File: config.mk
export PLATFORM = sky130hd
export DESIGN_NAME = pcod_decoder
export DESIGN_NICKNAME = d
export VERILOG_FILES = /design/src/pcod_pkg.sv /design/src/pcod_decoder.sv /design/src/pcod_loc_calc.sv
export SDC_FILE = /design/constraint.sdc
export NUM_CORES = 1
export LEC_CHECK = 0
export ABC_AREA = 1
export BUFFER_PORTS_ARGS = -buffer_cell sky130_fd_sc_hd__buf_2
export CAP_MARGIN = 15
export CORE_MARGIN = 2
export CORE_UTILIZATION = 40
export CTS_CLUSTER_SIZE = 10
export DETAILED_ROUTE_END_ITERATION = 12
export MAX_ROUTING_LAYER = met4
export PLACE_DENSITY = 0.61
export SLEW_MARGIN = 5
export SYNTH_ARGS = -nofsm -noshare
export SYNTH_HDL_FRONTEND = slang
export SYNTH_HIERARCHICAL = 1
export SYNTH_SLANG_ARGS = --single-unit
File: constraint.sdc
create_clock -name clk -period 8.5 [get_ports clk]
set_input_delay 1.275 -clock clk [delete_from_list [all_inputs] [get_ports clk]]
set_output_delay 1.275 -clock clk [all_outputs]
set_load 0.05 [all_outputs]
File: src/pcod_pkg.sv
// Overview of operation
// (RQ1) Opcode cf is interrupt_return, always 28 cycles.
// (RQ2) Opcode 62 plus addressing byte is range_check, 33 to 35 cycles.
// (RQ3) Word operations add 4 cycles per memory transfer.
// (RQ4) Opcodes f8, f5, f9 clear, invert, set carry; 2 cycles each.
// (RQ5) fc, fd clear/set direction; fa, fb disable/enable interrupts; 2 cycles.
// (RQ6) f0 is bus hold prefix, f4 halt, 2 cycles; 90 no_operation, 3.
// (RQ7) 9b is coprocessor_sync, 6 cycles once the idle input reads low.
// (RQ8) Addressing form 11 makes the memory operand field a register selector.
// (RQ9) Form 00 no offset, 01 sign-extended byte, 10 high:low word.
// (RQ10) Codes 000-011: base_reg/frame_pointer plus source/target index plus offset.
// (RQ11) Codes 100-111: source, target, frame_pointer, base_reg plus offset.
// (RQ12) Form 00 with code 110 uses a direct 16-bit offset only.
// (RQ13) Offset bytes follow the second byte, ahead of immediate data.
// (RQ14) Operand location takes 4 cycles, inside the instruction cost.
// (RQ15) Prefix 001ss110 overrides segment: extra, code, stack, data.
// (RQ16) Slot codes pick word registers; byte ops pick low then high halves.
// (RQ17) Frame_pointer operands default to the stack segment.
// (RQ18) String destinations via target_index always use extra segment.
package pcod_pkg;
   // ==========================================================
   // Opcodes
   localparam logic [7:0] OP_INT_RETURN = 8'hcf;
   localparam logic [7:0] OP_RANGE_CHECK = 8'h62;
   localparam logic [7:0] OP_CLEAR_CARRY = 8'hf8;
   localparam logic [7:0] OP_INVERT_CARRY = 8'hf5;
   localparam logic [7:0] OP_SET_CARRY = 8'hf9;
   localparam logic [7:0] OP_CLEAR_DIR = 8'hfc;
   localparam logic [7:0] OP_SET_DIR = 8'hfd;
   localparam logic [7:0] OP_INT_DISABLE = 8'hfa;
   localparam logic [7:0] OP_INT_ENABLE = 8'hfb;
   localparam logic [7:0] OP_HALT = 8'hf4;
   localparam logic [7:0] OP_COP_SYNC = 8'h9b;
   localparam logic [7:0] OP_BUS_HOLD = 8'hf0;
   localparam logic [7:0] OP_NO_OP = 8'h90;
   localparam logic [7:0] SEG_PREFIX_MASK = 8'he7;
   localparam logic [7:0] SEG_PREFIX_VAL = 8'h26;
   localparam int SEG_SEL_LSB = 3;
   // ==========================================================
   // Cycle costs
   localparam logic [7:0] CYC_INT_RETURN = 8'h1c;
   localparam logic [7:0] CYC_RANGE_IN = 8'h21;
   localparam logic [7:0] CYC_RANGE_OUT = 8'h23;
   localparam logic [7:0] CYC_WORD_XFER = 8'h04;
   localparam logic [7:0] RANGE_XFERS = 8'h02;
   localparam logic [7:0] CYC_CONTROL = 8'h02;
   localparam logic [7:0] CYC_NO_OP = 8'h03;
   localparam logic [7:0] CYC_COP_SYNC = 8'h06;
   localparam logic [7:0] CYC_SEG_PREFIX = 8'h02;
   localparam logic [2:0] CYC_LOCATION = 3'h4;
   // ==========================================================
   // Addressing fields and segments
   localparam logic [1:0] FORM_NO_OFS = 2'h0;
   localparam logic [1:0] FORM_OFS8 = 2'h1;
   localparam logic [1:0] FORM_OFS16 = 2'h2;
   localparam logic [1:0] FORM_REG = 2'h3;
   localparam logic [2:0] FIELD_DIRECT = 3'h6;
   localparam logic [1:0] SEG_EXTRA = 2'h0;
   localparam logic [1:0] SEG_CODE = 2'h1;
   localparam logic [1:0] SEG_STACK = 2'h2;
   localparam logic [1:0] SEG_DATA = 2'h3;
   // ==========================================================
   // Reset values
   localparam logic CARRY_RST = 1'b0;
   localparam logic DIR_RST = 1'b0;
   localparam logic INT_EN_RST = 1'b0;
   typedef enum logic [2:0] {
      ST_OPCODE = 3'b000,
      ST_FORM = 3'b001,
      ST_OFS_LO = 3'b010,
      ST_OFS_HI = 3'b011,
      ST_EXEC = 3'b100,
      ST_COP_WAIT = 3'b101
   } pcod_state_t;
endpackage : pcod_pkg

File: src/pcod_decoder.sv
`timescale 1ns/1ps
`default_nettype none
module pcod_decoder (
   input wire logic clk,
   input wire logic rst_n,
   input wire logic byteValid,
   input wire logic [7:0] byteData,
   output logic byteReady,
   input wire logic wordOp,
   input wire logic rangeViolation,
   input wire logic stringDest,
   input wire logic coprocIdlePin,
   input wire logic wakeReq,
   input wire logic [15:0] baseReg,
   input wire logic [15:0] framePtr,
   input wire logic [15:0] sourceIdx,
   input wire logic [15:0] targetIdx,
   output logic carryFlag,
   output logic directionFlag,
   output logic interruptEnable,
   output logic halted,
   output logic busLock,
   output logic instrDone,
   output logic illegalOp,
   output logic [7:0] cycleCost,
   output logic locValid,
   output logic [15:0] operandLocation,
   output logic [1:0] operandSegment,
   output logic operandIsReg,
   output logic [3:0] regSlot,
   output logic [3:0] memSlot
);
   pcod_pkg::pcod_state_t state;
   logic [7:0] remaining;
   logic [7:0] opcode;
   logic [1:0] formField;
   logic [2:0] slotField;
   logic [2:0] memField;
   logic [7:0] ofsLo;
   logic [7:0] ofsHi;
   logic ovrValid;
   logic [1:0] ovrSel;
   logic isPrefix;
   logic idleMeta;
   logic idleSync;
   logic [2:0] locCount;
   logic opTake;
   logic segPrefix;
   logic known;
   logic [7:0] opCost;
   logic locStart;
   logic [7:0] rangeCost;
   logic [15:0] calcLoc;
   logic [1:0] calcSeg;
   logic calcIsReg;
   logic [3:0] calcSlot;
   logic [3:0] calcMemSlot;
   logic [1:0] lastForm;

   // ==========================================================
   // Handshake and opcode classification
   assign byteReady = !halted && (state == pcod_pkg::ST_OPCODE || state == pcod_pkg::ST_FORM
                      || state == pcod_pkg::ST_OFS_LO || state == pcod_pkg::ST_OFS_HI);
   assign opTake = byteValid && byteReady && state == pcod_pkg::ST_OPCODE;
   assign segPrefix = (byteData & pcod_pkg::SEG_PREFIX_MASK) == pcod_pkg::SEG_PREFIX_VAL;
   assign instrDone = state == pcod_pkg::ST_EXEC && remaining == 8'h01;
   assign illegalOp = opTake && !known;
   // The form register loads on the same edge as the addressing byte, so use the byte itself
   assign lastForm = (state == pcod_pkg::ST_FORM) ? byteData[7:6] : formField;

   always_comb begin
      known = 1'b1;
      opCost = pcod_pkg::CYC_CONTROL; // see RQ4 RQ5 RQ6
      unique case (byteData)
         pcod_pkg::OP_INT_RETURN: opCost = pcod_pkg::CYC_INT_RETURN; // see RQ1
         pcod_pkg::OP_NO_OP: opCost = pcod_pkg::CYC_NO_OP; // see RQ6
         pcod_pkg::OP_COP_SYNC: opCost = pcod_pkg::CYC_COP_SYNC; // see RQ7
         pcod_pkg::OP_CLEAR_CARRY, pcod_pkg::OP_INVERT_CARRY, pcod_pkg::OP_SET_CARRY,
         pcod_pkg::OP_CLEAR_DIR, pcod_pkg::OP_SET_DIR, pcod_pkg::OP_INT_DISABLE,
         pcod_pkg::OP_INT_ENABLE, pcod_pkg::OP_HALT, pcod_pkg::OP_BUS_HOLD,
         pcod_pkg::OP_RANGE_CHECK: opCost = pcod_pkg::CYC_CONTROL;
         default: begin
            opCost = pcod_pkg::CYC_SEG_PREFIX;
            known = segPrefix;
         end
      endcase
   end

   // Last operand byte of range_check: addressing byte or final offset byte
   always_comb begin
      locStart = 1'b0;
      if (byteValid && byteReady) begin
         unique case (state)
            pcod_pkg::ST_FORM: locStart = byteData[7:6] == pcod_pkg::FORM_REG
               || (byteData[7:6] == pcod_pkg::FORM_NO_OFS
               && byteData[2:0] != pcod_pkg::FIELD_DIRECT);
            pcod_pkg::ST_OFS_LO: locStart = formField == pcod_pkg::FORM_OFS8;
            pcod_pkg::ST_OFS_HI: locStart = 1'b1;
            default: locStart = 1'b0;
         endcase
      end
   end

   // Two bound reads from memory cost extra for word operations
   always_comb begin
      rangeCost = rangeViolation ? pcod_pkg::CYC_RANGE_OUT : pcod_pkg::CYC_RANGE_IN; // see RQ2
      if (wordOp && lastForm != pcod_pkg::FORM_REG) begin
         rangeCost = rangeCost + pcod_pkg::CYC_WORD_XFER * pcod_pkg::RANGE_XFERS; // see RQ3
      end
   end

   // ==========================================================
   // Sequencer
   always_ff @(posedge clk or negedge rst_n) begin
      if (!rst_n) begin
         state <= pcod_pkg::ST_OPCODE;
         remaining <= 8'h00;
         cycleCost <= 8'h00;
         opcode <= 8'h00;
         isPrefix <= 1'b0;
      end else begin
         unique case (state)
            pcod_pkg::ST_OPCODE: begin
               if (opTake && known) begin
                  opcode <= byteData;
                  isPrefix <= segPrefix || byteData == pcod_pkg::OP_BUS_HOLD;
                  cycleCost <= opCost;
                  remaining <= opCost;
                  if (byteData == pcod_pkg::OP_RANGE_CHECK) begin
                     state <= pcod_pkg::ST_FORM; // see RQ2
                  end else if (byteData == pcod_pkg::OP_COP_SYNC && idleSync) begin
                     state <= pcod_pkg::ST_COP_WAIT; // see RQ7
                  end else begin
                     state <= pcod_pkg::ST_EXEC;
                  end
               end
            end
            pcod_pkg::ST_FORM: begin
               if (byteValid) begin
                  if (byteData[7:6] == pcod_pkg::FORM_OFS8
                      || byteData[7:6] == pcod_pkg::FORM_OFS16
                      || byteData[2:0] == pcod_pkg::FIELD_DIRECT
                      && byteData[7:6] == pcod_pkg::FORM_NO_OFS) begin
                     state <= pcod_pkg::ST_OFS_LO; // see RQ13
                  end
               end
            end
            pcod_pkg::ST_OFS_LO: begin
               if (byteValid && formField != pcod_pkg::FORM_OFS8) begin
                  state <= pcod_pkg::ST_OFS_HI; // see RQ9
               end
            end
            pcod_pkg::ST_OFS_HI: ;
            pcod_pkg::ST_COP_WAIT: begin
               // Stall while the coprocessor still reports busy
               if (!idleSync) begin
                  state <= pcod_pkg::ST_EXEC; // see RQ7
               end
            end
            pcod_pkg::ST_EXEC: begin
               remaining <= remaining - 8'h01;
               if (instrDone) begin
                  state <= pcod_pkg::ST_OPCODE;
               end
            end
            default: state <= pcod_pkg::ST_OPCODE;
         endcase
         // Operand collection ends by entering execution with the full cost
         if (locStart) begin
            state <= pcod_pkg::ST_EXEC;
            remaining <= rangeCost;
            cycleCost <= rangeCost; // see RQ2 RQ3
         end
      end
   end

   // ==========================================================
   // Addressing byte and offset capture
   always_ff @(posedge clk or negedge rst_n) begin
      if (!rst_n) begin
         formField <= pcod_pkg::FORM_NO_OFS;
         slotField <= 3'h0;
         memField <= 3'h0;
         ofsLo <= 8'h00;
         ofsHi <= 8'h00;
      end else if (byteValid && byteReady) begin
         if (state == pcod_pkg::ST_FORM) begin
            formField <= byteData[7:6];
            slotField <= byteData[5:3];
            memField <= byteData[2:0];
            ofsLo <= 8'h00;
            ofsHi <= 8'h00;
         end else if (state == pcod_pkg::ST_OFS_LO) begin
            ofsLo <= byteData; // see RQ13
         end else if (state == pcod_pkg::ST_OFS_HI) begin
            ofsHi <= byteData;
         end
      end
   end

   // ==========================================================
   // Flag operations take effect as the opcode is accepted
   always_ff @(posedge clk or negedge rst_n) begin
      if (!rst_n) begin
         carryFlag <= pcod_pkg::CARRY_RST;
         directionFlag <= pcod_pkg::DIR_RST;
         interruptEnable <= pcod_pkg::INT_EN_RST;
      end else if (opTake) begin
         unique case (byteData)
            pcod_pkg::OP_CLEAR_CARRY: carryFlag <= 1'b0; // see RQ4
            pcod_pkg::OP_INVERT_CARRY: carryFlag <= !carryFlag; // see RQ4
            pcod_pkg::OP_SET_CARRY: carryFlag <= 1'b1; // see RQ4
            pcod_pkg::OP_CLEAR_DIR: directionFlag <= 1'b0; // see RQ5
            pcod_pkg::OP_SET_DIR: directionFlag <= 1'b1; // see RQ5
            pcod_pkg::OP_INT_DISABLE: interruptEnable <= 1'b0; // see RQ5
            pcod_pkg::OP_INT_ENABLE: interruptEnable <= 1'b1; // see RQ5
            default: ;
         endcase
      end
   end

   // ==========================================================
   // Prefix state lasts until the next non-prefix instruction ends
   always_ff @(posedge clk or negedge rst_n) begin
      if (!rst_n) begin
         busLock <= 1'b0;
         ovrValid <= 1'b0;
         ovrSel <= pcod_pkg::SEG_DATA;
         halted <= 1'b0;
      end else begin
         if (instrDone && !isPrefix) begin
            busLock <= 1'b0;
            ovrValid <= 1'b0;
         end
         if (opTake && byteData == pcod_pkg::OP_BUS_HOLD) begin
            busLock <= 1'b1; // see RQ6
         end
         if (opTake && segPrefix) begin
            ovrValid <= 1'b1; // see RQ15
            ovrSel <= byteData[pcod_pkg::SEG_SEL_LSB +: 2];
         end
         // Halt holds off new opcodes until a wake request
         if (instrDone && opcode == pcod_pkg::OP_HALT) begin
            halted <= 1'b1; // see RQ6
         end else if (wakeReq) begin
            halted <= 1'b0;
         end
      end
   end

   // ==========================================================
   // Coprocessor idle pin crosses in through two flip-flops
   always_ff @(posedge clk or negedge rst_n) begin
      if (!rst_n) begin
         idleMeta <= 1'b1;
         idleSync <= 1'b1;
      end else begin
         idleMeta <= coprocIdlePin;
         idleSync <= idleMeta;
      end
   end

   // ==========================================================
   // Operand location settles four cycles after the last operand byte
   pcod_loc_calc u_loc (
      .addrForm(formField),
      .memField(memField),
      .slotField(slotField),
      .ofsLo(ofsLo),
      .ofsHi(ofsHi),
      .wordOp(wordOp),
      .ovrValid(ovrValid),
      .ovrSel(ovrSel),
      .stringDest(stringDest),
      .baseReg(baseReg),
      .framePtr(framePtr),
      .sourceIdx(sourceIdx),
      .targetIdx(targetIdx),
      .location(calcLoc),
      .segment(calcSeg),
      .isReg(calcIsReg),
      .slotSel(calcSlot),
      .memSlotSel(calcMemSlot)
   );

   always_ff @(posedge clk or negedge rst_n) begin
      if (!rst_n) begin
         locCount <= 3'h0;
         locValid <= 1'b0;
         operandLocation <= 16'h0000;
         operandSegment <= pcod_pkg::SEG_DATA;
         operandIsReg <= 1'b0;
         regSlot <= 4'h0;
         memSlot <= 4'h0;
      end else begin
         if (locStart) begin
            locCount <= 3'h1;
         end else if (locCount != 3'h0 && locCount != pcod_pkg::CYC_LOCATION) begin
            locCount <= locCount + 3'h1;
         end else begin
            locCount <= 3'h0;
         end
         // Load on the third count so the result shows on the fourth
         if (locCount == pcod_pkg::CYC_LOCATION - 3'h1) begin
            locValid <= 1'b1; // see RQ14
            operandLocation <= calcLoc;
            operandSegment <= calcSeg;
            operandIsReg <= calcIsReg;
            regSlot <= calcSlot;
            memSlot <= calcMemSlot;
         end else if (instrDone) begin
            locValid <= 1'b0;
         end
      end
   end
endmodule : pcod_decoder
`default_nettype wire

File: src/pcod_loc_calc.sv
`timescale 1ns/1ps
`default_nettype none
module pcod_loc_calc (
   input wire logic [1:0] addrForm,
   input wire logic [2:0] memField,
   input wire logic [2:0] slotField,
   input wire logic [7:0] ofsLo,
   input wire logic [7:0] ofsHi,
   input wire logic wordOp,
   input wire logic ovrValid,
   input wire logic [1:0] ovrSel,
   input wire logic stringDest,
   input wire logic [15:0] baseReg,
   input wire logic [15:0] framePtr,
   input wire logic [15:0] sourceIdx,
   input wire logic [15:0] targetIdx,
   output logic [15:0] location,
   output logic [1:0] segment,
   output logic isReg,
   output logic [3:0] slotSel,
   output logic [3:0] memSlotSel
);
   logic [15:0] ofs;
   logic stackBased;

   // ==========================================================
   // Offset and register combination
   always_comb begin
      isReg = (addrForm == pcod_pkg::FORM_REG); // see RQ8
      unique case (addrForm) // see RQ9
         pcod_pkg::FORM_OFS8: ofs = {{8{ofsLo[7]}}, ofsLo};
         pcod_pkg::FORM_OFS16: ofs = {ofsHi, ofsLo};
         default: ofs = 16'h0000;
      endcase
      stackBased = 1'b0;
      unique case (memField) // see RQ10 RQ11
         3'h0: location = baseReg + sourceIdx + ofs;
         3'h1: location = baseReg + targetIdx + ofs;
         3'h2: begin
            location = framePtr + sourceIdx + ofs;
            stackBased = 1'b1;
         end
         3'h3: begin
            location = framePtr + targetIdx + ofs;
            stackBased = 1'b1;
         end
         3'h4: location = sourceIdx + ofs;
         3'h5: location = targetIdx + ofs;
         3'h6: begin
            location = framePtr + ofs;
            stackBased = 1'b1;
         end
         3'h7: location = baseReg + ofs;
      endcase
      // Direct form has no register, so it is not stack based either
      if (addrForm == pcod_pkg::FORM_NO_OFS && memField == pcod_pkg::FIELD_DIRECT) begin
         location = {ofsHi, ofsLo}; // see RQ12
         stackBased = 1'b0;
      end
      // Override beats the default, but never a string destination
      segment = stackBased ? pcod_pkg::SEG_STACK : pcod_pkg::SEG_DATA; // see RQ17
      if (ovrValid) begin
         segment = ovrSel; // see RQ15
      end
      if (stringDest) begin
         location = targetIdx;
         segment = pcod_pkg::SEG_EXTRA; // see RQ18
      end
   end

   // ==========================================================
   // Slot decode: bit 3 marks a high byte half
   always_comb begin
      slotSel = wordOp ? {1'b0, slotField} : {slotField[2], 1'b0, slotField[1:0]}; // see RQ16
      memSlotSel = wordOp ? {1'b0, memField} : {memField[2], 1'b0, memField[1:0]}; // see RQ16
   end
endmodule : pcod_loc_calc
`default_nettype wire

==> impl_metrics.env <==
export IMPL_status="finished clean"
export IMPL_antenna_found_initial=0
export IMPL_rrSetupSlack_ns=3.75
export IMPL_fp_dieH_um=169
export IMPL_firstDrtPassIters=5
export IMPL_clk_latency_ns=0.35
export IMPL_route_met3_wl_um=2510
export IMPL_fin_hold_ws_ns=0.363
export IMPL_cts_htree_levels=3
export IMPL_ys_flop_type="dfrtp_1"
export IMPL_drc=0
export IMPL_netlist_area_um2=10900
export IMPL_layout_commonest_cell="nand2_1"
export IMPL_critPathLaunchType="flop"
export IMPL_min_period_over_period_pct=55.9
export IMPL_clk_pin_slew_worst_paths_ns=0.07
export IMPL_rsz0062_at_grt="false"
export IMPL_cp_slowest_cell="nor3_1"
export IMPL_die_w_um=169
export IMPL_hpwl_um=32800
export IMPL_wirelength_um=39600
export IMPL_highest_layer="met4"
export IMPL_fin_ws_ns=3.75
export IMPL_avgSynthCellArea_um2=6.67
export IMPL_synth_area_leaders="dfrtp_1, nand2_1, fa_1, ha_1, nand3_1"
export IMPL_pin_count=124
export IMPL_critical_path_class="reg2reg"
export IMPL_synth_edf_count=0
export IMPL_yosysWarnings=6
export IMPL_tritoncts="built"
export IMPL_wl_per_cell_um=18.9
export IMPL_diodes=0
export IMPL_synth_area_leader_cell="dfrtp_1"
export IMPL_dr_total_vias=11381
export IMPL_slowest_delay_ns=0.88
export IMPL_num_nets_final=1976
export IMPL_required_ns=8.73
export IMPL_netlist_instances=1642
export IMPL_nFillCells=2890
export IMPL_syn_to_final_growth_pct=10.8
export IMPL_maxCapViolCount=0
export IMPL_regArea_um2=2280
export IMPL_finalCriticalPeriod_ns=4.75
export IMPL_wl_met1_um=17200
export IMPL_synthArstFlopShare_pct=100
export IMPL_drt_iter0_drc=1038
export IMPL_hold_class="reg2reg"
export IMPL_ys_seq_area_share_pct=20.9
export IMPL_grt_max_degree=53
export IMPL_grt_pass1_wl_um=61900
export IMPL_cts_inserted_buffers=9
export IMPL_pre_cts_ws_ns=3.83
export IMPL_worstPathMaxFanout=12
export IMPL_irDropWorstVdd_v=0.0000890
export IMPL_ant_nets=0
export IMPL_slew_headroom_pct=23.3
export IMPL_drive_above_1_share_pct=11.1
export IMPL_cts_setup_buffers=0
export IMPL_cts_sinks=91
export IMPL_viasPerCell=5.44
export IMPL_hold_violations=0
export IMPL_gp_congestion=0.991
export IMPL_row_count=60
export IMPL_cts_resized=0
export IMPL_wl_met2_um=18300
export IMPL_ys_ff_latch=91
export IMPL_grt_remaining_overflow=0
export IMPL_synth_top_cell_area_share_pct=19.4
export IMPL_tightest_slew_ns=1.14
export IMPL_power_per_cell_area_nw_per_um2=104
export IMPL_grt_pass1_vias=11261
export IMPL_critPathArrivalTime_ns=4.98
export IMPL_hold_buffers=0
export IMPL_cts_root_buffer="clkbuf_16"
export IMPL_clock_skew_ns=0.00906
export IMPL_grt_usage_pct=29.0
export IMPL_final_setup_viol_count=0
export IMPL_multiInputGateArea_um2=7830
export IMPL_leakagePower_nw=6.29
export IMPL_drv_slew=0
export IMPL_final_setup_tns_ns=0
export IMPL_io_buffers=121
export IMPL_core_area_um2=27000
export IMPL_design_die_area_um2=28700
export IMPL_ys_types=51
export IMPL_cpMostUsedCell="nand2_1"
export IMPL_initial_core_util_pct=40.6
export IMPL_crit_chain="inv_1 > ha_1 > inv_1 > nor3_1 > fa_1 > ha_1 > fa_1 > nand2_1 > a21oi_2 > nand2_1 > nand2_1 > or2_2 > nand3_1 > nand3_1 > nor2_1 > nand3_1 > nand3_1 > nand2_1 > nand2_1 > nand2_1"
export IMPL_clk_path_buf_depth=2
export IMPL_timing_fmax_ghz=0.211
export IMPL_final_cell_mix="nand2_1, nor2_1, inv_1, nand3_1, buf_2"
export IMPL_setup_worst_path_end_class="flop"
## stage by stage
| step | total power [W] | std cells | util [%] | instance area [um2] |
|---|---|---|---|---|
| floorplan | 0.000729 | 1643 | - | 11000 |
| global placement | 0.000877 | 2077 | 44.0 | 11900 |
| detailed placement | 0.000880 | 2077 | 44.0 | 11900 |
| CTS | 0.00127 | 2093 | 45.0 | 12100 |
| global route | 0.00135 | 2093 | 45.0 | 12100 |
| finish | 0.00126 | 2093 | 45.0 | 12100 |
## worst max-delay path: cells and delay by family, from the launching register on
kind	cells	cell delay, ns
and+or+nand+nor	13	2.14
adders and majority gates	4	1.64
buffers and inverters	2	0.30
AOI/OAI and AO/OA	1	0.11
DFF	1	0.43
## area by class of cell
cell class | count | area share (%)
flip-flops and latches | 91 | 18.8
inverters | 161 | 4.98
clock inverters | 6 | 0.392
clock buffers | 10 | 1.89
repair buffers | 134 | 5.82
well taps | 341 | 3.52
multi-input cells | 1350 | 64.6
## synthesized netlist by cell type, types with 4 or more instances
library cell	count
nand2_1	556
nand3_1	140
buf_4	10
nand4_1	27
ha_1	84
a22oi_1	14
o21ai_0	92
fa_1	65
buf_6	4
xnor2_1	8
o21a_1	8
nand3b_1	11
dfstp_2	6
o21ai_2	5
xor2_1	6
nor2_4	6
inv_1	152
dfrtp_1	85
a21o_1	6
clkbuf_1	16
a31oi_1	11
buf_2	10
inv_2	8
nor3_1	17
or2_2	9
o21ai_1	12
nor2_1	155
a21oi_1	84
## where the power goes
part           internal (W)  switching [W]  total (W)  leakage (nW)
sequential         0.000434    0.000000919   0.000435          1.12
clock              0.000201       0.000180   0.000381         0.133
combinational      0.000155       0.000290   0.000444          5.04
## registers in the layout, summed over array words and instances, names as in the netlist, 4 cells and up
| register | count |
|---|---|
| remaining | 8 |
| ofsLo | 8 |
| opcode | 8 |
| regSlot | 4 |
| cycleCost | 6 |
| memSlot | 4 |
| operandLocation | 16 |
| ofsHi | 8 |
## path summary, 6_finish.rpt
check                                         startpoint  cells past startpoint                        endpoint
worst min register to register        idleMeta$_DFF_PN1_                      0              idleSync$_DFF_PN1_
worst max register to register  formField[0]$_DFFE_PN0P_                     20  operandLocation[7]$_DFFE_PN0P_
worst max-delay path            formField[0]$_DFFE_PN0P_                     20  operandLocation[7]$_DFFE_PN0P_
max in group asynchronous                          rst_n                      2  operandLocation[0]$_DFFE_PN0P_
min in group asynchronous                          rst_n                      1        cycleCost[0]$_DFFE_PN0P_
worst min-delay path                  idleMeta$_DFF_PN1_                      0              idleSync$_DFF_PN1_
## routing by layer
layer,up-vias,track usage (%)
met5,-,-
met4,0,11.1
met3,76,4.69
met2,407,47.1
met1,5328,36.3
li1,5570,-
## kinds of logic after synthesis
kind of cell    share of synthesized area (%)
buf+inv                                  7.66
simple gates                             36.3
flops                                    20.9
xor+xnor                                 1.12
other cells                            0.0343
fa+ha+maj                                21.5
compound gates                           12.5
Note: power is estimated with default switching activity, not from simulation.
